$ cat src/gpp_pkg.sv
// constants shared by the general-purpose port block
package gpp_pkg;

  // ********************************************************************
  // port geometry
  // ********************************************************************
  localparam int NUM_PORTS = 3;
  localparam int NUM_KINDS = 7;
  localparam int FIRST_WIDTH = 6;
  localparam int SECOND_WIDTH = 4;
  localparam int THIRD_WIDTH_DEF = 8;
  localparam int ADDR_W = 16;

  // ********************************************************************
  // stored register kinds, one row each in the register array
  // ********************************************************************
  localparam int K_LAT = 0;
  localparam int K_DIR = 1;
  localparam int K_ANA = 2;
  localparam int K_WPU = 3;
  localparam int K_ODS = 4;
  localparam int K_THR = 5;
  localparam int K_SLW = 6;

  // ********************************************************************
  // register indices; byte address is four times the index
  // ********************************************************************
  localparam logic [13:0] PIN_IDX [NUM_PORTS] = '{14'h000C, 14'h000D, 14'h000E};
  localparam logic [13:0] REG_IDX [NUM_KINDS][NUM_PORTS] = '{
    '{14'h0018, 14'h0019, 14'h001A},
    '{14'h0012, 14'h0013, 14'h0014},
    '{14'h1F38, 14'h1F39, 14'h1F3A},
    '{14'h1F3B, 14'h1F3C, 14'h1F3D},
    '{14'h1F3E, 14'h1F3F, 14'h1F40},
    '{14'h1F41, 14'h1F42, 14'h1F43},
    '{14'h1F44, 14'h1F45, 14'h1F46}};

  // ********************************************************************
  // reset values per kind: pins come up as analog inputs
  // ********************************************************************
  localparam logic [7:0] RESET_VAL [NUM_KINDS] = '{
    8'h00, 8'hFF, 8'hFF, 8'h00, 8'h00, 8'h00, 8'h00};

  // ********************************************************************
  // bus answers
  // ********************************************************************
  localparam logic [1:0] RESP_OKAY = 2'h0;
  localparam logic [1:0] RESP_SLVERR = 2'h2;
  localparam logic [7:0] ALL_BITS = 8'hFF;

endpackage

$ cat src/gpp_pin_cell.sv
// per-pin driver, input buffer and ownership logic for one port
module gpp_pin_cell #(
  parameter int WIDTH = 8
) (
  // clock and reset
  input wire logic clock,
  input wire logic rst_n,
  // software settings
  input wire logic [WIDTH-1:0] latch,
  input wire logic [WIDTH-1:0] dir,
  input wire logic [WIDTH-1:0] ana_sel,
  input wire logic [WIDTH-1:0] od_sel,
  input wire logic [WIDTH-1:0] wpu_sel,
  input wire logic [WIDTH-1:0] thr_sel,
  input wire logic [WIDTH-1:0] slw_sel,
  // ownership from outside
  input wire logic [WIDTH-1:0] cfg_own,
  input wire logic [WIDTH-1:0] aout_en,
  input wire logic [WIDTH-1:0] periph_en,
  input wire logic [WIDTH-1:0] periph_data,
  // pad
  input wire logic [WIDTH-1:0] pad_in,
  output logic [WIDTH-1:0] pad_out,
  output logic [WIDTH-1:0] pad_oe,
  // digital view of the pins
  output logic [WIDTH-1:0] pin_level,
  output logic [WIDTH-1:0] din,
  output logic [WIDTH-1:0] ain_active,
  output logic [WIDTH-1:0] pullup_en,
  output logic [WIDTH-1:0] ttl_sel,
  output logic [WIDTH-1:0] slew_lim
);

  logic [WIDTH-1:0] blocked;
  logic [WIDTH-1:0] src;

  // ********************************************************************
  // ownership: config bits, then analog out, then analog in, then port
  // ********************************************************************
  assign blocked = dir | cfg_own | aout_en; // RQ1 RQ8 RQ10
  // analog select deliberately absent from blocked
  assign src = (periph_en & periph_data) | (~periph_en & latch); // RQ6 RQ7 RQ9
  // analog out or analog select turns the input buffer off
  assign pin_level = pad_in & ~ana_sel & ~aout_en; // RQ5 RQ13

  always_ff @(posedge clock or negedge rst_n) begin
    if (!rst_n) begin
      pad_oe <= '0;
      pad_out <= '0;
    end else begin
      // open drain only pulls low: enable drops for a high bit
      pad_oe <= ~blocked & (~od_sel | ~src); // RQ1 RQ15
      pad_out <= src & ~od_sel; // RQ15
    end
  end

  always_ff @(posedge clock or negedge rst_n) begin
    if (!rst_n) begin
      din <= '0;
      ain_active <= '0;
    end else begin
      din <= pin_level; // RQ6
      ain_active <= ana_sel & ~cfg_own & ~aout_en; // RQ11 RQ10
    end
  end

  always_ff @(posedge clock or negedge rst_n) begin
    if (!rst_n) begin
      pullup_en <= '0;
      ttl_sel <= '0;
      slew_lim <= '0;
    end else begin
      pullup_en <= wpu_sel;
      ttl_sel <= thr_sel;
      slew_lim <= slw_sel;
    end
  end
endmodule

$ cat src/gpp_port.sv
// general-purpose port block with register access over axi4-lite
//
// Summary of operation
// RQ1 - A direction bit of one turns the pin driver off, zero drives the output latch.
// RQ2 - Reading the pin-level register gives pin levels, reading the latch gives latch contents.
// RQ3 - Writes through the pin-level or latch register both land in the output latch.
// RQ4 - A pin-level write samples the pins, merges the written bits and stores it in the latch.
// RQ5 - A set analog-select bit turns off that pin's digital input buffer.
// RQ6 - A pin owned by a peripheral is not driven from the latch but stays readable.
// RQ7 - After reset every pin's output source is the port latch.
// RQ8 - An enabled analog output overrides digital output and releases the driver.
// RQ9 - Analog mode does not stop a digital output from driving the pin.
// RQ10 - Ownership order is config bits, analog out, analog in, then port and routed functions.
// RQ11 - Analog input functions are active only while the analog-select bit is set.
// RQ12 - The ports are 6, 4 (optional) and 6 or 8 bits wide, all bidirectional.
// RQ13 - A pin in analog input mode reads as zero on a digital read.
// RQ14 - All analog-select bits come out of reset set.
// RQ15 - Open-drain select makes the pin sink only, otherwise it drives both ways.
module gpp_port #(
  parameter bit SECOND_PRESENT = 1'b1,
  parameter int THIRD_WIDTH = gpp_pkg::THIRD_WIDTH_DEF
) (
  // clock and reset
  input wire logic clock,
  input wire logic rst_n,
  // axi4-lite write address
  input wire logic s_axi_awvalid,
  output logic s_axi_awready,
  input wire logic [gpp_pkg::ADDR_W-1:0] s_axi_awaddr,
  // axi4-lite write data
  input wire logic s_axi_wvalid,
  output logic s_axi_wready,
  input wire logic [31:0] s_axi_wdata,
  input wire logic [3:0] s_axi_wstrb,
  // axi4-lite write response
  output logic s_axi_bvalid,
  input wire logic s_axi_bready,
  output logic [1:0] s_axi_bresp,
  // axi4-lite read address
  input wire logic s_axi_arvalid,
  output logic s_axi_arready,
  input wire logic [gpp_pkg::ADDR_W-1:0] s_axi_araddr,
  // axi4-lite read data
  output logic s_axi_rvalid,
  input wire logic s_axi_rready,
  output logic [31:0] s_axi_rdata,
  output logic [1:0] s_axi_rresp,
  // first port
  input wire logic [gpp_pkg::FIRST_WIDTH-1:0] first_pad_in,
  output logic [gpp_pkg::FIRST_WIDTH-1:0] first_pad_out,
  output logic [gpp_pkg::FIRST_WIDTH-1:0] first_pad_oe,
  input wire logic [gpp_pkg::FIRST_WIDTH-1:0] first_cfg_own,
  input wire logic [gpp_pkg::FIRST_WIDTH-1:0] first_aout_en,
  input wire logic [gpp_pkg::FIRST_WIDTH-1:0] first_periph_en,
  input wire logic [gpp_pkg::FIRST_WIDTH-1:0] first_periph_data,
  output logic [gpp_pkg::FIRST_WIDTH-1:0] first_din,
  output logic [gpp_pkg::FIRST_WIDTH-1:0] first_ain_active,
  output logic [gpp_pkg::FIRST_WIDTH-1:0] first_pullup_en,
  output logic [gpp_pkg::FIRST_WIDTH-1:0] first_ttl_sel,
  output logic [gpp_pkg::FIRST_WIDTH-1:0] first_slew_lim,
  // second port
  input wire logic [gpp_pkg::SECOND_WIDTH-1:0] second_pad_in,
  output logic [gpp_pkg::SECOND_WIDTH-1:0] second_pad_out,
  output logic [gpp_pkg::SECOND_WIDTH-1:0] second_pad_oe,
  input wire logic [gpp_pkg::SECOND_WIDTH-1:0] second_cfg_own,
  input wire logic [gpp_pkg::SECOND_WIDTH-1:0] second_aout_en,
  input wire logic [gpp_pkg::SECOND_WIDTH-1:0] second_periph_en,
  input wire logic [gpp_pkg::SECOND_WIDTH-1:0] second_periph_data,
  output logic [gpp_pkg::SECOND_WIDTH-1:0] second_din,
  output logic [gpp_pkg::SECOND_WIDTH-1:0] second_ain_active,
  output logic [gpp_pkg::SECOND_WIDTH-1:0] second_pullup_en,
  output logic [gpp_pkg::SECOND_WIDTH-1:0] second_ttl_sel,
  output logic [gpp_pkg::SECOND_WIDTH-1:0] second_slew_lim,
  // third port
  input wire logic [THIRD_WIDTH-1:0] third_pad_in,
  output logic [THIRD_WIDTH-1:0] third_pad_out,
  output logic [THIRD_WIDTH-1:0] third_pad_oe,
  input wire logic [THIRD_WIDTH-1:0] third_cfg_own,
  input wire logic [THIRD_WIDTH-1:0] third_aout_en,
  input wire logic [THIRD_WIDTH-1:0] third_periph_en,
  input wire logic [THIRD_WIDTH-1:0] third_periph_data,
  output logic [THIRD_WIDTH-1:0] third_din,
  output logic [THIRD_WIDTH-1:0] third_ain_active,
  output logic [THIRD_WIDTH-1:0] third_pullup_en,
  output logic [THIRD_WIDTH-1:0] third_ttl_sel,
  output logic [THIRD_WIDTH-1:0] third_slew_lim
);

  // ********************************************************************
  // port widths as bit masks
  // ********************************************************************
  localparam logic [7:0] PMASK [gpp_pkg::NUM_PORTS] = '{ // RQ12
    8'h3F, (SECOND_PRESENT ? 8'h0F : 8'h00), 8'((1 << THIRD_WIDTH) - 1)};

  logic [7:0] cfg_reg [gpp_pkg::NUM_KINDS][gpp_pkg::NUM_PORTS];
  logic [7:0] lvl_a [gpp_pkg::NUM_PORTS];
  logic [gpp_pkg::FIRST_WIDTH-1:0] lvl0;
  logic [gpp_pkg::SECOND_WIDTH-1:0] lvl1;
  logic [THIRD_WIDTH-1:0] lvl2;
  logic [gpp_pkg::SECOND_WIDTH-1:0] own1;

  // write channel state
  logic aw_got_reg;
  logic w_got_reg;
  logic [gpp_pkg::ADDR_W-1:0] aw_addr_reg;
  logic [31:0] w_data_reg;
  logic [3:0] w_strb_reg;
  logic commit;
  logic [6:0] w_dec;
  logic [6:0] r_dec;
  logic [1:0] w_port;
  logic [2:0] w_kind;
  logic [7:0] rmw_mask;
  logic [7:0] rmw_val;
  logic [7:0] read_val;

  // ********************************************************************
  // address decode: {hit, pin-level, kind, port}
  // ********************************************************************
  function automatic logic [6:0] decode(input logic [gpp_pkg::ADDR_W-1:0] a);
    logic [6:0] r;
    r = '0;
    for (int p = 0; p < gpp_pkg::NUM_PORTS; p++) begin
      if (PMASK[p] != 8'h00) begin
        if (a[15:2] == gpp_pkg::PIN_IDX[p]) begin
          r = {1'b1, 1'b1, 3'd0, 2'(p)};
        end
        for (int k = 0; k < gpp_pkg::NUM_KINDS; k++) begin
          if (a[15:2] == gpp_pkg::REG_IDX[k][p]) begin
            r = {1'b1, 1'b0, 3'(k), 2'(p)};
          end
        end
      end
    end
    return r;
  endfunction

  assign w_dec = decode(aw_addr_reg);
  assign r_dec = decode(s_axi_araddr);
  assign w_port = w_dec[1:0];
  assign w_kind = w_dec[4:2];
  assign commit = aw_got_reg && w_got_reg && !s_axi_bvalid;

  assign lvl_a[0] = 8'(lvl0);
  assign lvl_a[1] = 8'(lvl1);
  assign lvl_a[2] = 8'(lvl2);
  // an absent second port is held by the config owner, never driven
  assign own1 = second_cfg_own | {gpp_pkg::SECOND_WIDTH{~SECOND_PRESENT}};

  // ********************************************************************
  // pin-level write: unmodified bits come from the pins, not the latch
  // ********************************************************************
  // byte lane 1, when strobed, selects which bits the write modifies;
  // analog pins sample as zero, so rmw on them clears the latch bit
  assign rmw_mask = w_strb_reg[1] ? w_data_reg[15:8] : gpp_pkg::ALL_BITS;
  assign rmw_val = ((lvl_a[w_port] & ~rmw_mask) | (w_data_reg[7:0] & rmw_mask))
                   & PMASK[w_port]; // RQ4

  // ********************************************************************
  // write address and data channels, taken in either order
  // ********************************************************************
  always_ff @(posedge clock or negedge rst_n) begin
    if (!rst_n) begin
      aw_got_reg <= 1'b0;
      s_axi_awready <= 1'b1;
      aw_addr_reg <= '0;
    end else if (s_axi_awvalid && s_axi_awready) begin
      aw_got_reg <= 1'b1;
      s_axi_awready <= 1'b0;
      aw_addr_reg <= s_axi_awaddr;
    end else if (commit) begin
      aw_got_reg <= 1'b0;
    end else if (s_axi_bvalid && s_axi_bready) begin
      s_axi_awready <= 1'b1;
    end
  end

  always_ff @(posedge clock or negedge rst_n) begin
    if (!rst_n) begin
      w_got_reg <= 1'b0;
      s_axi_wready <= 1'b1;
      w_data_reg <= '0;
      w_strb_reg <= '0;
    end else if (s_axi_wvalid && s_axi_wready) begin
      w_got_reg <= 1'b1;
      s_axi_wready <= 1'b0;
      w_data_reg <= s_axi_wdata;
      w_strb_reg <= s_axi_wstrb;
    end else if (commit) begin
      w_got_reg <= 1'b0;
    end else if (s_axi_bvalid && s_axi_bready) begin
      s_axi_wready <= 1'b1;
    end
  end

  always_ff @(posedge clock or negedge rst_n) begin
    if (!rst_n) begin
      s_axi_bvalid <= 1'b0;
      s_axi_bresp <= gpp_pkg::RESP_OKAY;
    end else if (commit) begin
      s_axi_bvalid <= 1'b1;
      s_axi_bresp <= w_dec[6] ? gpp_pkg::RESP_OKAY : gpp_pkg::RESP_SLVERR;
    end else if (s_axi_bready) begin
      s_axi_bvalid <= 1'b0;
    end
  end

  // ********************************************************************
  // register array
  // ********************************************************************
  always_ff @(posedge clock or negedge rst_n) begin
    if (!rst_n) begin
      for (int k = 0; k < gpp_pkg::NUM_KINDS; k++) begin
        for (int p = 0; p < gpp_pkg::NUM_PORTS; p++) begin
          cfg_reg[k][p] <= gpp_pkg::RESET_VAL[k] & PMASK[p]; // RQ14 RQ1
        end
      end
    end else if (commit && w_dec[6] && w_strb_reg[0]) begin
      if (w_dec[5]) begin
        cfg_reg[gpp_pkg::K_LAT][w_port] <= rmw_val; // RQ3 RQ4
      end else begin
        cfg_reg[w_kind][w_port] <= w_data_reg[7:0] & PMASK[w_port]; // RQ3
      end
    end
  end

  // ********************************************************************
  // read channel: answer one cycle after the address is taken
  // ********************************************************************
  // pin-level reads see the pads, latch reads see the stored value
  assign read_val = r_dec[5] ? lvl_a[r_dec[1:0]] : cfg_reg[r_dec[4:2]][r_dec[1:0]]; // RQ2

  always_ff @(posedge clock or negedge rst_n) begin
    if (!rst_n) begin
      s_axi_arready <= 1'b1;
      s_axi_rvalid <= 1'b0;
      s_axi_rdata <= '0;
      s_axi_rresp <= gpp_pkg::RESP_OKAY;
    end else if (s_axi_arvalid && s_axi_arready) begin
      s_axi_arready <= 1'b0;
      s_axi_rvalid <= 1'b1;
      s_axi_rdata <= r_dec[6] ? {24'h00_0000, read_val} : 32'h0000_0000;
      s_axi_rresp <= r_dec[6] ? gpp_pkg::RESP_OKAY : gpp_pkg::RESP_SLVERR;
    end else if (s_axi_rvalid && s_axi_rready) begin
      s_axi_rvalid <= 1'b0;
      s_axi_arready <= 1'b1;
    end
  end

  // ********************************************************************
  // the three port instances
  // ********************************************************************
  gpp_pin_cell #(.WIDTH(gpp_pkg::FIRST_WIDTH)) u_first (
    .clock(clock),
    .rst_n(rst_n),
    .latch(cfg_reg[gpp_pkg::K_LAT][0][gpp_pkg::FIRST_WIDTH-1:0]),
    .dir(cfg_reg[gpp_pkg::K_DIR][0][gpp_pkg::FIRST_WIDTH-1:0]),
    .ana_sel(cfg_reg[gpp_pkg::K_ANA][0][gpp_pkg::FIRST_WIDTH-1:0]),
    .od_sel(cfg_reg[gpp_pkg::K_ODS][0][gpp_pkg::FIRST_WIDTH-1:0]),
    .wpu_sel(cfg_reg[gpp_pkg::K_WPU][0][gpp_pkg::FIRST_WIDTH-1:0]),
    .thr_sel(cfg_reg[gpp_pkg::K_THR][0][gpp_pkg::FIRST_WIDTH-1:0]),
    .slw_sel(cfg_reg[gpp_pkg::K_SLW][0][gpp_pkg::FIRST_WIDTH-1:0]),
    .cfg_own(first_cfg_own),
    .aout_en(first_aout_en),
    .periph_en(first_periph_en),
    .periph_data(first_periph_data),
    .pad_in(first_pad_in),
    .pad_out(first_pad_out),
    .pad_oe(first_pad_oe),
    .pin_level(lvl0),
    .din(first_din),
    .ain_active(first_ain_active),
    .pullup_en(first_pullup_en),
    .ttl_sel(first_ttl_sel),
    .slew_lim(first_slew_lim)
  );

  gpp_pin_cell #(.WIDTH(gpp_pkg::SECOND_WIDTH)) u_second (
    .clock(clock),
    .rst_n(rst_n),
    .latch(cfg_reg[gpp_pkg::K_LAT][1][gpp_pkg::SECOND_WIDTH-1:0]),
    .dir(cfg_reg[gpp_pkg::K_DIR][1][gpp_pkg::SECOND_WIDTH-1:0]),
    .ana_sel(cfg_reg[gpp_pkg::K_ANA][1][gpp_pkg::SECOND_WIDTH-1:0]),
    .od_sel(cfg_reg[gpp_pkg::K_ODS][1][gpp_pkg::SECOND_WIDTH-1:0]),
    .wpu_sel(cfg_reg[gpp_pkg::K_WPU][1][gpp_pkg::SECOND_WIDTH-1:0]),
    .thr_sel(cfg_reg[gpp_pkg::K_THR][1][gpp_pkg::SECOND_WIDTH-1:0]),
    .slw_sel(cfg_reg[gpp_pkg::K_SLW][1][gpp_pkg::SECOND_WIDTH-1:0]),
    .cfg_own(own1),
    .aout_en(second_aout_en),
    .periph_en(second_periph_en),
    .periph_data(second_periph_data),
    .pad_in(second_pad_in),
    .pad_out(second_pad_out),
    .pad_oe(second_pad_oe),
    .pin_level(lvl1),
    .din(second_din),
    .ain_active(second_ain_active),
    .pullup_en(second_pullup_en),
    .ttl_sel(second_ttl_sel),
    .slew_lim(second_slew_lim)
  );

  gpp_pin_cell #(.WIDTH(THIRD_WIDTH)) u_third (
    .clock(clock),
    .rst_n(rst_n),
    .latch(cfg_reg[gpp_pkg::K_LAT][2][THIRD_WIDTH-1:0]),
    .dir(cfg_reg[gpp_pkg::K_DIR][2][THIRD_WIDTH-1:0]),
    .ana_sel(cfg_reg[gpp_pkg::K_ANA][2][THIRD_WIDTH-1:0]),
    .od_sel(cfg_reg[gpp_pkg::K_ODS][2][THIRD_WIDTH-1:0]),
    .wpu_sel(cfg_reg[gpp_pkg::K_WPU][2][THIRD_WIDTH-1:0]),
    .thr_sel(cfg_reg[gpp_pkg::K_THR][2][THIRD_WIDTH-1:0]),
    .slw_sel(cfg_reg[gpp_pkg::K_SLW][2][THIRD_WIDTH-1:0]),
    .cfg_own(third_cfg_own),
    .aout_en(third_aout_en),
    .periph_en(third_periph_en),
    .periph_data(third_periph_data),
    .pad_in(third_pad_in),
    .pad_out(third_pad_out),
    .pad_oe(third_pad_oe),
    .pin_level(lvl2),
    .din(third_din),
    .ain_active(third_ain_active),
    .pullup_en(third_pullup_en),
    .ttl_sel(third_ttl_sel),
    .slew_lim(third_slew_lim)
  );

  // ********************************************************************
  // checks
  // ********************************************************************
  logic [7:0] tgt_lat;
  logic [7:0] plain_wr;
  logic [7:0] rd_lvl;
  logic first_cyc_reg;

  assign tgt_lat = cfg_reg[gpp_pkg::K_LAT][w_port];
  assign plain_wr = w_data_reg[7:0] & PMASK[w_port];
  assign rd_lvl = lvl_a[r_dec[1:0]];

  always_ff @(posedge clock or negedge rst_n) begin
    if (!rst_n) begin
      first_cyc_reg <= 1'b1;
    end else begin
      first_cyc_reg <= 1'b0;
    end
  end
endmodule

$ cat config.mk
export PLATFORM = sky130hd
export DESIGN_NAME = gpp_port
export DESIGN_NICKNAME = d
export VERILOG_FILES = /design/src/gpp_pkg.sv /design/src/gpp_pin_cell.sv /design/src/gpp_port.sv
export SDC_FILE = /design/constraint.sdc
export NUM_CORES = 1
export LEC_CHECK = 0
export BUFFER_PORTS_ARGS = -buffer_cell sky130_fd_sc_hd__buf_2
export CORE_MARGIN = 5
export CORE_UTILIZATION = 50
export CTS_CLUSTER_DIAMETER = 50
export CTS_CLUSTER_SIZE = 20
export DETAILED_ROUTE_END_ITERATION = 8
export GPL_TIMING_DRIVEN = 0
export PLACE_DENSITY = 0.83
export SYNTH_ARGS = -nofsm -noshare
export SYNTH_HDL_FRONTEND = slang
export SYNTH_HIERARCHICAL = 1
export SYNTH_SLANG_ARGS = --single-unit
$ cat constraint.sdc
create_clock -name clock -period 8.6 [get_ports clock]
set_input_delay 0.43 -clock clock [delete_from_list [all_inputs] [get_ports clock]]
set_output_delay 0.43 -clock clock [all_outputs]
set_load 0.05 [all_outputs]
; ---- Word-level counts from Yosys, hierarchy flattened
; Cells that the tools add are included.
[totals]
register_bits = 371
elab_cells = 288
[op_classes]
bitwise_logic = 68
n_eq_ne = 50
muxes = 88
magnitude_cmp = 6
n_reduce_logical = 21
[op_table]
columns = operator, count
row1 = "equality test 14 x 13 -> 1 bit, second input constant", 30
row2 = 2-to-1 mux 7 bit, 48
row3 = bitwise mux 168 bit, 1
row4 = "equality test 14 x 5 -> 1 bit, second input constant", 12
row5 = AND 8 bit, 12
row6 = 2-to-1 mux 24 bit, 4
row7 = 2-to-1 mux 8 bit, 12
row8 = "equality test 14 x 4 -> 1 bit, second input constant", 6
row9 = binary-select mux 24 bit (select 3 bit), 1
row10 = demux 24 bit (select 3 bit), 1
row11 = binary-select mux 8 bit (select 2 bit), 4
row12 = NOT 8 bit, 8
row13 = AND 6 bit, 8
row14 = NOT 6 bit, 7
row15 = bitwise OR 8 bit, 5
row16 = AND 4 bit, 8
row17 = NOT 4 bit, 7
row18 = bitwise mux 24 bit, 1
row19 = bitwise OR 6 bit, 4
row20 = demux 8 bit (select 2 bit), 1
row21 = bitwise OR 4 bit, 4
row22 = 2-to-1 mux 1 bit, 13
row23 = nonzero test 2 bit, 6
row24 = logical AND 1 bit, 11
row25 = other kinds (11), 19

; ---- Logic depth before layout (Yosys ltp)
; Gate-level depths: netlist (run 1).
[depth]
ltp_word = 34
ltp_mapped = 13
depth_no_buf = 8

; ---- Modules after synthesis
; The synthesis (run 1) kept the hierarchy.
[modules_own_cells]
columns = mod, instances, seq_area_each_um2, cells_each, area_each_um2
row1 = gpp_port, 1, 5479.0, 1100, 11528.6
row2 = gpp_pin_cell at u_third, 1, 1401.3, 110, 1767.9
row3 = gpp_pin_cell at u_first, 1, 1051.0, 82, 1327.5
row4 = gpp_pin_cell at u_second, 1, 700.7, 54, 887.1

; ---- Worst setup path before layout (run 1)
; Ideal clock, no wire load.
[synth_timing]
path_kind = input port to flip-flop
from = input s_axi_araddr[3] (netlist bit)
to = register s_axi_rdata[3]
path_slack_ps = 5579
arrival_time_ps = 2895
stages = 10
path_cell_list = clkbuf_1 and3b_1 and2_1 o211a_1 clkbuf_1 nor3_1 mux4_2 a221oi_1 nor2b_1 a221o_1
[synth_via]
elab_chain_len = 33
[synth_rtl]
columns = element, line
row1 = "start, declared", gpp_port.sv:42  ; input wire logic [gpp_pkg::ADDR_W-1:0] s_axi_araddr,
row2 = equality test 14 x 5 -> 1 bit, gpp_port.sv:129  ; if (a[15:2] == gpp_pkg::REG_IDX[k][p]) begin
row3 = 2-to-1 mux 7 bit (7 in a row), gpp_port.sv:129
row4 = 2-to-1 mux 7 bit, gpp_port.sv:125  ; if (a[15:2] == gpp_pkg::PIN_IDX[p]) begin
row5 = 2-to-1 mux 7 bit (7 in a row), gpp_port.sv:129
row6 = 2-to-1 mux 7 bit, gpp_port.sv:125
row7 = 2-to-1 mux 7 bit (6 in a row), gpp_port.sv:129
row8 = 2-to-1 mux 7 bit (*), gpp_port.sv:129
row9 = NOT 3 -> 4 bit (not written as such), gpp_port.sv:231  ; assign read_val = r_dec[5] ? lvl_a[r_dec[1:0]] : cfg_reg[r_dec[4:2]][r_dec[1:0]];
row10 = binary-select mux 24 bit (select 3 bit), gpp_port.sv:231
row11 = 2-to-1 mux 24 bit (not written as such) (2 in a row), gpp_port.sv:231
row12 = binary-select mux 8 bit (select 2 bit), gpp_port.sv:231
row13 = 2-to-1 mux 8 bit (not written as such) (2 in a row), gpp_port.sv:231
row14 = 2-to-1 mux 8 bit, gpp_port.sv:231
row15 = 2-to-1 mux 8 bit (*), gpp_port.sv:242  ; s_axi_rdata <= r_dec[6] ? {24'h00_0000, read_val} : 32'h0000_0000;
row16 = "end signal, assigned", gpp_port.sv:242
row17 = "end, declared", gpp_port.sv:46  ; output logic [31:0] s_axi_rdata,
; Every way passes the cells marked *; elsewhere a longest branch is shown, timed or not. The select of a mux whose other input is x is not followed.
; A chain may end at the register's enable or synchronous reset.

; ---- Final worst setup path (run 1)
[layout_timing]
from = register aw_addr_reg[7] (netlist bit)
to = register cfg_reg[19] (netlist bit)
[layout_via]
elab_chain_len = 32
[layout_rtl]
columns = element, line
row1 = "start, declared", gpp_port.sv:105  ; logic [gpp_pkg::ADDR_W-1:0] aw_addr_reg;
row2 = "start signal, assigned", gpp_port.sv:170  ; aw_addr_reg <= s_axi_awaddr;
row3 = equality test 14 x 5 -> 1 bit, gpp_port.sv:129
row4 = 2-to-1 mux 7 bit (7 in a row), gpp_port.sv:129
row5 = 2-to-1 mux 7 bit, gpp_port.sv:125
row6 = 2-to-1 mux 7 bit (7 in a row), gpp_port.sv:129
row7 = 2-to-1 mux 7 bit, gpp_port.sv:125
row8 = 2-to-1 mux 7 bit (6 in a row), gpp_port.sv:129
row9 = 2-to-1 mux 7 bit (*), gpp_port.sv:129
row10 = NOT 2 -> 3 bit, --
row11 = greater-or-equal comparator 3 bit or < comparator 3 x 1 -> 1 bit (tied branches), --
row12 = logical AND 1 bit (not written as such), gpp_port.sv:222  ; cfg_reg[w_kind][w_port] <= w_data_reg[7:0] & PMASK[w_port];
row13 = 2-to-1 mux 8 bit (not written as such), gpp_port.sv:222
row14 = demux 8 bit (select 2 bit), gpp_port.sv:222
row15 = 2-to-1 mux 24 bit (not written as such), gpp_port.sv:222
row16 = demux 24 bit (select 3 bit), gpp_port.sv:222
row17 = bitwise mux 168 bit, gpp_port.sv:222
row18 = "end signal, assigned by index", gpp_port.sv:215  ; cfg_reg[k][p] <= gpp_pkg::RESET_VAL[k] & PMASK[p];
row19 = "end signal, assigned by index", gpp_port.sv:220  ; cfg_reg[gpp_pkg::K_LAT][w_port] <= rmw_val;
row20 = "end signal, assigned by index", gpp_port.sv:222
row21 = "end, declared", gpp_port.sv:95  ; logic [7:0] cfg_reg [gpp_pkg::NUM_KINDS][gpp_pkg::NUM_PORTS];
; Marks and branches as above.

==> impl_metrics.prom, run 1 <==
# TYPE chip_impl_metric gauge
chip_impl_metric{name="synthesis.area_per_instance",unit="um^2"} 11.5
chip_impl_metric{name="asyncSetResetFlopFracSynth",unit="%"} 100
chip_impl_metric{name="yosys_register_bits",unit=""} 343
chip_impl_metric{name="post_synth_inst_count",unit=""} 1346
chip_impl_metric{name="pwr-share-seq",unit="%"} 44.5
chip_impl_info{name="netlist_top_cells_area",value="sky130_fd_sc_hd__dfrtp_1, sky130_fd_sc_hd__mux2_2, sky130_fd_sc_hd__dfstp_2, sky130_fd_sc_hd__mux2i_1, sky130_fd_sc_hd__nand2_1"} 1
chip_impl_metric{name="via_count_of_the_first_global_routing_pass",unit=""} 12479
chip_impl_metric{name="worst_slew_margin_rel",unit="%"} 8.34
chip_impl_metric{name="power.switching",unit="mW"} 1.44
chip_impl_info{name="rsz0062_at_grt",value="no"} 1
chip_impl_metric{name="finalHoldWorstSlack",unit="ns"} 0.0168
chip_impl_metric{name="synth_area",unit="mm^2"} 0.0155
chip_impl_info{name="chain_of_cells_forming_the_critical_path",value="clkbuf_2, nor2_1, and3_1, and3_1, clkbuf_1, mux2_2, a221oi_2, inv_1, nor3_2, mux2_2"} 1
chip_impl_metric{name="grt-ovfl-total",unit=""} 0
chip_impl_metric{name="cts.clk_slew.worst_paths",unit="ns"} 0.08
chip_impl_metric{name="firstDrtPassIters",unit=""} 5
chip_impl_metric{name="final.setup.worst_slack",unit="ns"} 4.59
chip_impl_metric{name="synth.area.mux_share",unit="%"} 13.6
chip_impl_metric{name="grt_antenna_before_repair",unit=""} 5
chip_impl_info{name="min_path_type",value="in2reg"} 1
chip_impl_metric{name="detailroute.via_count",unit=""} 12545
chip_impl_metric{name="fp.dieArea",unit="mm^2"} 0.0346
chip_impl_metric{name="cts_htree_levels",unit=""} 1
chip_impl_metric{name="die_width",unit="um"} 186
chip_impl_metric{name="synth_top_cell_area_share",unit="%"} 49.0
chip_impl_metric{name="post_route_cells_drive_above_1_share",unit="%"} 34.5
chip_impl_metric{name="skew",unit="ns"} 0.0238
chip_impl_info{name="yosys_most_used_dff",value="sky130_fd_sc_hd__dfrtp_1"} 1
chip_impl_info{name="crit_path_start",value="aw_addr_reg[7]"} 1
chip_impl_metric{name="cellLeakagePower",unit="nW"} 8.71
chip_impl_metric{name="dpl_cell_area",unit="mm^2"} 0.0176
chip_impl_metric{name="setup_slack_after_placement",unit="ns"} 4.46
chip_impl_metric{name="clock_sinks",unit=""} 343
chip_impl_metric{name="standard_cell_row_count",unit=""} 64
chip_impl_metric{name="setup_viol",unit=""} 0
chip_impl_metric{name="cp_data_required_time",unit="ns"} 9.04
chip_impl_metric{name="critical_path_peak_fanout",unit=""} 10
chip_impl_info{name="status",value="finished clean"} 1
chip_impl_info{name="netlist_top_cells_count",value="sky130_fd_sc_hd__dfrtp_1, sky130_fd_sc_hd__mux2_2, sky130_fd_sc_hd__nand2_1"} 1
chip_impl_info{name="cpMaxStageDelayCell",value="sky130_fd_sc_hd__nor3_2"} 1
chip_impl_metric{name="ioPinCount",unit=""} 332
chip_impl_metric{name="power-per-cell-area",unit="mW/mm^2"} 227
chip_impl_metric{name="largest_register_ff_count",unit=""} 168
chip_impl_metric{name="final.setup.tns",unit="ns"} 0
chip_impl_info{name="timing.critical_path.to_type",value="flip-flop"} 1
chip_impl_metric{name="slew_viol_final",unit=""} 0
chip_impl_info{name="post-synth-top-area-cell",value="sky130_fd_sc_hd__dfrtp_1"} 1
chip_impl_metric{name="timing_worst_slew_pin_value",unit="ns"} 1.37
chip_impl_metric{name="netlist-cell-type-count",unit=""} 83
chip_impl_metric{name="synth_simple_gate_area_share",unit="%"} 15.6
chip_impl_metric{name="finalHoldViolCount",unit=""} 0
chip_impl_metric{name="edff_count_synth",unit=""} 0
chip_impl_info{name="min_from",value="third_cfg_own[6]"} 1
chip_impl_metric{name="gpl.final_weighted_congestion",unit=""} 0.953
chip_impl_metric{name="switching_fraction",unit="%"} 34.0
chip_impl_metric{name="max_stage_delay",unit="ns"} 0.82
chip_impl_metric{name="place.detailed.hpwl",unit="um"} 37300
chip_impl_metric{name="avgRoutedWirePerCell",unit="um"} 23.5
chip_impl_metric{name="ys_seq_area_share",unit="%"} 55.7
chip_impl_metric{name="drtAntennaViolNets",unit=""} 0
chip_impl_metric{name="combinationalPowerShare",unit="%"} 21.3
chip_impl_info{name="synthMostInstantiatedCell",value="sky130_fd_sc_hd__dfrtp_1"} 1
chip_impl_metric{name="flow.area_growth_from_synthesis",unit="%"} 20.6
chip_impl_info{name="critical_path.reg2reg.startpoint",value="aw_addr_reg[7]"} 1
chip_impl_metric{name="clock_tree.buffer_depth",unit=""} 3
chip_impl_info{name="main_combinational_cell_family_by_area_after_synthesis",value="simple AND/OR/NAND/NOR gates"} 1
chip_impl_metric{name="port_buffers",unit=""} 282
chip_impl_metric{name="floorplan.die.height",unit="um"} 186
chip_impl_metric{name="finalWorstPathRequiredPeriod",unit="ns"} 4.01
chip_impl_metric{name="core_area",unit="mm^2"} 0.0306
chip_impl_metric{name="pin_count_of_the_biggest_net_entering_global_routing",unit=""} 119
chip_impl_metric{name="drc",unit=""} 0
chip_impl_metric{name="floorplan.initialDensity",unit="%"} 50.7
chip_impl_info{name="timing.critical_path.from_type",value="flip-flop"} 1
chip_impl_metric{name="synth-xor-area-share",unit="%"} 0.113
chip_impl_metric{name="cts_inserted_buffers",unit=""} 31
chip_impl_info{name="tritoncts",value="yes"} 1
chip_impl_metric{name="clk-insertion-delay-late",unit="ns"} 0.58
chip_impl_metric{name="finalNetCount",unit=""} 1855
chip_impl_metric{name="grt.total_usage",unit="%"} 28.1
chip_impl_metric{name="cap_viol_max_count",unit=""} 0
chip_impl_metric{name="final_cell_area",unit="mm^2"} 0.0187
chip_impl_metric{name="ir_drop",unit="V"} 0.000193
chip_impl_metric{name="post_synth_fa_ha_maj_area_fraction",unit="%"} 0
chip_impl_metric{name="layout_worst_path_cycle_share",unit="%"} 46.6
chip_impl_metric{name="detailedRoute.firstIterationViolations",unit=""} 1281
chip_impl_metric{name="p_int",unit="mW"} 2.79
chip_impl_metric{name="viasPerCell",unit=""} 5.94
chip_impl_metric{name="global_route_wire_length_before_repair",unit="um"} 74100
chip_impl_metric{name="synth_compound_area_share",unit="%"} 11.0
chip_impl_metric{name="synth_warnings",unit=""} 6
chip_impl_info{name="cts_root_buffer",value="sky130_fd_sc_hd__clkbuf_16"} 1
chip_impl_metric{name="wirelength",unit="um"} 49600
chip_impl_info{name="crit_type",value="reg2reg"} 1
chip_impl_metric{name="worst_ep_arrival_time",unit="ns"} 4.45
chip_impl_metric{name="fmax",unit="MHz"} 250
chip_impl_metric{name="clkPwrFrac",unit="%"} 34.2
chip_impl_metric{name="number_of_post_cts_setup_repair_buffers",unit=""} 0
[cells in the final DEF (no fill, tap or decap), types with 32 or more instances in the layout]
master / instances
sky130_fd_sc_hd__o21ai_0: 69
sky130_fd_sc_hd__mux2i_1: 41
sky130_fd_sc_hd__nor3b_1: 39
sky130_fd_sc_hd__dfstp_2: 39
sky130_fd_sc_hd__nor3_1: 32
sky130_fd_sc_hd__a31oi_1: 35
sky130_fd_sc_hd__nor2_1: 76
sky130_fd_sc_hd__mux2_2: 125
sky130_fd_sc_hd__clkbuf_1: 57
sky130_fd_sc_hd__dfrtp_1: 304
sky130_fd_sc_hd__nor2b_1: 51
sky130_fd_sc_hd__buf_2: 295
sky130_fd_sc_hd__nand2_1: 100
[critical path: cells and delay by family (launching register included)]
family	cells	cell delay (ns)
AO/OA/AOI/OAI	1	0.74
buffers and inverters	3	0.76
flip-flops	1	0.33
multiplexers	2	0.78
AND/OR/NAND/NOR	4	1.25
[what timing repair did]
| action | 4_1_cts | 5_1_grt |
|---|---|---|
| hold buffers | 1 | 0 |
| hold endpoints to repair | 20 | 0 |
| resized for setup | 0 | 0 |
[power groups by stage]
stage	Sequential [mW]	Clock [mW]	Combinational, mW
after floorplan	1.99	0	0.464
after global placement	1.90	0	0.863
after detailed placement	1.91	0	0.884
after CTS	1.88	1.46	0.891
after global routing	1.90	1.53	0.963
final	1.89	1.45	0.903
[layer usage]
layer	vias to the layer above	wire, um	global-route usage, %
met5	-	24	0
met4	4	2140	10.3
met3	128	4540	5.87
met2	658	23200	45.2
met1	6219	19600	38.0
li1	5536	-	-
[final cells by class]
type	count	area, um^2
sequential	343	8630
buffer	98	499
timing repair buffer	286	1510
tap	396	495
clock buffer	37	828
inverter	31	116
fill	2480	11900
antenna	3	7.51
multi-input combinational	899	6360
clock inverter	20	259
[per-stage QoR]
step / util, % / cells / total power, mW
after global placement: 57.2 / 2049 / 2.77
after detailed placement: 57.6 / 2052 / 2.80
after global routing: 61.1 / 2110 / 4.39
after CTS: 61.1 / 2110 / 4.24
final: 61.2 / 2113 / 4.24
after floorplan: - / 1371 / 2.45
[final timing paths]
path / end / slack [ns] / cells after the start
hold / removal: u_third/ain_active[6] / 0.02 / 2
max in group asynchronous: cfg_reg[140] / 7.06 / 4
hold reg to reg: u_first/slew_lim[3] / 0.39 / 0
min in group asynchronous: u_second/slew_lim[0] / 0.29 / 2
setup reg to reg: cfg_reg[19] / 4.59 / 10
setup / recovery: cfg_reg[19] / 4.59 / 10
[cells by family (layout without fill, tap and decap cells)]
kind of cell / after synthesis / after routing
multiplexers: 181 / 181
other: 1 / 29
XOR/XNOR: 2 / 2
AND/OR/NAND/NOR: 439 / 439
buffers and inverters: 129 / 472
flip-flops: 343 / 343
AO/OA/AOI/OAI: 251 / 251
No activity file was read; power rests on OpenSTA's default activity.
==> run 2: changes to the inputs <==
==> constraint.sdc (replaced) <==
create_clock -name clock -period 3.9 [get_ports clock]
set_input_delay 0.195 -clock clock [delete_from_list [all_inputs] [get_ports clock]]
set_output_delay 0.195 -clock clock [all_outputs]
set_load 0.05 [all_outputs]
==> run 2 against run 1 <==
  * Count of clock-buffer cells in the layout did not move
  * Total power rose by 130%
  * Maximum frequency rose by 10%
  * Non-clock buffer count rose by 148
  * Via count rose by 6.7%
  * Global-route usage rose by 3.0 points
  * Clock skew fell by 0.00084 ns
  * Clock power rose by 120%
  * Sequential power rose by 120%
  * Wire length rose by 10%
  * Critical endpoint is now cfg_reg[74]
  * Largest cell class unchanged
==> impl_metrics.prom, run 2 (same netlist as run 1, synthesis figures left out) <==
# TYPE chip_impl_metric gauge
chip_impl_info{name="status",value="finished clean"} 1
chip_impl_metric{name="port_buffers",unit=""} 282
chip_impl_metric{name="finalHoldViolCount",unit=""} 0
chip_impl_metric{name="place.detailed.hpwl",unit="um"} 37300
chip_impl_metric{name="worst_ep_arrival_time",unit="ns"} 4.10
chip_impl_metric{name="number_of_post_cts_setup_repair_buffers",unit=""} 0
chip_impl_metric{name="fp.dieArea",unit="mm^2"} 0.0346
chip_impl_info{name="layout.cells.most_common_list",value="sky130_fd_sc_hd__dfrtp_1, sky130_fd_sc_hd__buf_2, sky130_fd_sc_hd__dlygate4sd3_1"} 1
chip_impl_metric{name="largest_register_ff_count",unit=""} 168
chip_impl_metric{name="floorplan.die.height",unit="um"} 186
chip_impl_metric{name="met3_wirelength",unit="um"} 4650
chip_impl_metric{name="pin_count_of_the_biggest_net_entering_global_routing",unit=""} 119
chip_impl_metric{name="grt.total_usage",unit="%"} 31.0
chip_impl_info{name="crit_type",value="reg2reg"} 1
chip_impl_info{name="timing.critical_path.to_type",value="flip-flop"} 1
chip_impl_metric{name="cts_inserted_buffers",unit=""} 31
chip_impl_metric{name="dr_wl_met2",unit="um"} 26200
chip_impl_metric{name="switching_fraction",unit="%"} 34.4
chip_impl_metric{name="post_route_cells_drive_above_1_share",unit="%"} 31.9
chip_impl_metric{name="power.switching",unit="mW"} 3.29
chip_impl_metric{name="dpl_cell_area",unit="mm^2"} 0.0176
chip_impl_metric{name="viasPerCell",unit=""} 5.93
chip_impl_metric{name="grt-ovfl-total",unit=""} 0
chip_impl_metric{name="layout_worst_path_cycle_share",unit="%"} 93.3
chip_impl_metric{name="ioPinCount",unit=""} 332
chip_impl_info{name="layout_commonest_cell",value="sky130_fd_sc_hd__dfrtp_1"} 1
chip_impl_metric{name="ir_drop",unit="V"} 0.000423
chip_impl_metric{name="firstDrtPassIters",unit=""} 5
chip_impl_metric{name="timing.critical_path.buf_inv",unit=""} 3
chip_impl_info{name="rsz0062_at_grt",value="no"} 1
chip_impl_metric{name="slew_viol_final",unit=""} 0
chip_impl_metric{name="cap_viol_max_count",unit=""} 0
chip_impl_metric{name="grt_antenna_before_repair",unit=""} 2
chip_impl_metric{name="global_route_wire_length_before_repair",unit="um"} 81400
chip_impl_metric{name="cp_data_required_time",unit="ns"} 4.36
chip_impl_metric{name="clock_sinks",unit=""} 343
chip_impl_metric{name="drc",unit=""} 0
chip_impl_metric{name="avgRoutedWirePerCell",unit="um"} 24.2
chip_impl_metric{name="clock_tree.buffer_depth",unit=""} 3
chip_impl_metric{name="final.setup.tns",unit="ns"} 0
chip_impl_metric{name="die_width",unit="um"} 186
chip_impl_metric{name="standard_cell_row_count",unit=""} 64
chip_impl_metric{name="clkPwrFrac",unit="%"} 33.8
chip_impl_metric{name="gpl.final_weighted_congestion",unit=""} 0.953
chip_impl_metric{name="pwr-share-seq",unit="%"} 43.6
chip_impl_info{name="timing.critical_path.from_type",value="flip-flop"} 1
chip_impl_info{name="tritoncts",value="yes"} 1
chip_impl_metric{name="power-per-cell-area",unit="mW/mm^2"} 473
chip_impl_info{name="cts_root_buffer",value="sky130_fd_sc_hd__clkbuf_16"} 1
chip_impl_metric{name="worst_slew_margin_rel",unit="%"} 22.7
chip_impl_metric{name="combinationalPowerShare",unit="%"} 22.6
chip_impl_metric{name="finalNetCount",unit=""} 2003
chip_impl_info{name="worst_path_dominant_cell_family",value="simple AND/OR/NAND/NOR gates"} 1
chip_impl_metric{name="cellLeakagePower",unit="nW"} 9.42
chip_impl_metric{name="drtAntennaViolNets",unit=""} 0
chip_impl_info{name="dr.max_layer_used",value="met5"} 1
chip_impl_metric{name="final_cell_area",unit="mm^2"} 0.0202
chip_impl_metric{name="flow.area_growth_from_synthesis",unit="%"} 30.3
chip_impl_metric{name="finalWorstPathRequiredPeriod",unit="ns"} 3.64
chip_impl_metric{name="clk-insertion-delay-late",unit="ns"} 0.58
chip_impl_info{name="cpMaxStageDelayCell",value="sky130_fd_sc_hd__or3b_2"} 1
chip_impl_metric{name="wirelength_met1",unit="um"} 20900
chip_impl_metric{name="critical_path_peak_fanout",unit=""} 10
chip_impl_metric{name="max_stage_delay",unit="ns"} 0.59
chip_impl_metric{name="p_int",unit="mW"} 6.28
chip_impl_metric{name="detailedRoute.firstIterationViolations",unit=""} 1184
chip_impl_metric{name="wirelength",unit="um"} 54700
chip_impl_metric{name="detailroute.via_count",unit=""} 13386
chip_impl_metric{name="cts.clk_slew.worst_paths",unit="ns"} 0.08
chip_impl_metric{name="skew",unit="ns"} 0.0230
chip_impl_metric{name="core_area",unit="mm^2"} 0.0306
chip_impl_info{name="chain_of_cells_forming_the_critical_path",value="clkbuf_2, nor4b_1, nand2b_1, a2111oi_0, a211o_1, buf_2, nand4_1, or3b_2, clkbuf_1, mux2_2"} 1
chip_impl_metric{name="timing_worst_slew_pin_value",unit="ns"} 1.15
chip_impl_metric{name="setup_viol",unit=""} 0
chip_impl_info{name="min_path_type",value="in2reg"} 1
chip_impl_metric{name="via_count_of_the_first_global_routing_pass",unit=""} 13723
chip_impl_metric{name="cts_htree_levels",unit=""} 1
chip_impl_metric{name="fmax",unit="MHz"} 275
chip_impl_metric{name="floorplan.initialDensity",unit="%"} 50.7
run 2: worst paths after layout:
path	start	depth (start not counted)	end	slack, ns
worst max-delay path	aw_addr_reg[7]	10	cfg_reg[74]	0.26
worst min-delay path	third_periph_data[7]	3	u_third/pad_out[7]	0.003
worst max register to register	aw_addr_reg[7]	10	cfg_reg[74]	0.26
worst min register to register	cfg_reg[19]	0	u_first/slew_lim[3]	0.39
max in group asynchronous	rst_n	4	cfg_reg[140]	2.56
min in group asynchronous	rst_n	2	s_axi_rresp[1]	0.05
run 2: power groups by stage:
stage | Sequential (mW) | Combinational, mW | Clock, mW
global placement | 4.20 | 1.90 | 0
finish | 4.17 | 2.16 | 3.23
floorplan | 4.38 | 1.02 | 0
global route | 4.20 | 2.29 | 3.40
detailed placement | 4.22 | 1.95 | 0
CTS | 4.15 | 2.10 | 3.23
run 2: final cells by class:
class / instances / area (um^2)
Fill cell: 2256 / 10400
Sequential cell: 343 / 8630
Multi-Input combinational cell: 899 / 6390
Timing Repair Buffer: 434 / 3000
Clock buffer: 37 / 828
Buffer: 98 / 499
Tap cell: 396 / 495
Clock inverter: 20 / 259
Inverter: 31 / 116
Antenna cell: 1 / 2.50
run 2: layer usage:
layer | global-route usage [%] | up-vias
li1 | - | 5838
met1 | 39.6 | 6594
met2 | 51.7 | 765
met3 | 6.50 | 187
met4 | 13.4 | 2
met5 | 0 | -
run 2: worst reg2reg max path: stages (launching register included):
cell and delay (ns):
sky130_fd_sc_hd__dfrtp_1 0.37, sky130_fd_sc_hd__clkbuf_2 0.17, sky130_fd_sc_hd__nor4b_1 0.45, sky130_fd_sc_hd__nand2b_1 0.19, sky130_fd_sc_hd__a2111oi_0 0.43, sky130_fd_sc_hd__a211o_1 0.18, sky130_fd_sc_hd__buf_2 0.24, sky130_fd_sc_hd__nand4_1 0.27
sky130_fd_sc_hd__or3b_2 0.59, sky130_fd_sc_hd__clkbuf_1 0.30, sky130_fd_sc_hd__mux2_2 0.36
run 2: through the flow:
step,total power [mW],cells,utilization [%],worst slack (ns),hold WS [ns]
final,9.56,2259,66.1,0.260,0.00317
after global routing,9.89,2259,66.1,0.0154,0.0000333
after CTS,9.48,2258,66.0,0.103,0.00180
after detailed placement,6.17,2052,57.6,-0.00156,0.0482
after global placement,6.10,2049,57.2,-3.65,0.353
after floorplan,5.40,1371,-,0.975,-0.101
run 2: repair_timing:
item,4_1_cts,5_1_grt
endpoints found under the hold margin,333,0
pin swaps,0,0
resized for setup,1,4
hold buffers,149,0
endpoints found under the setup margin,4,19
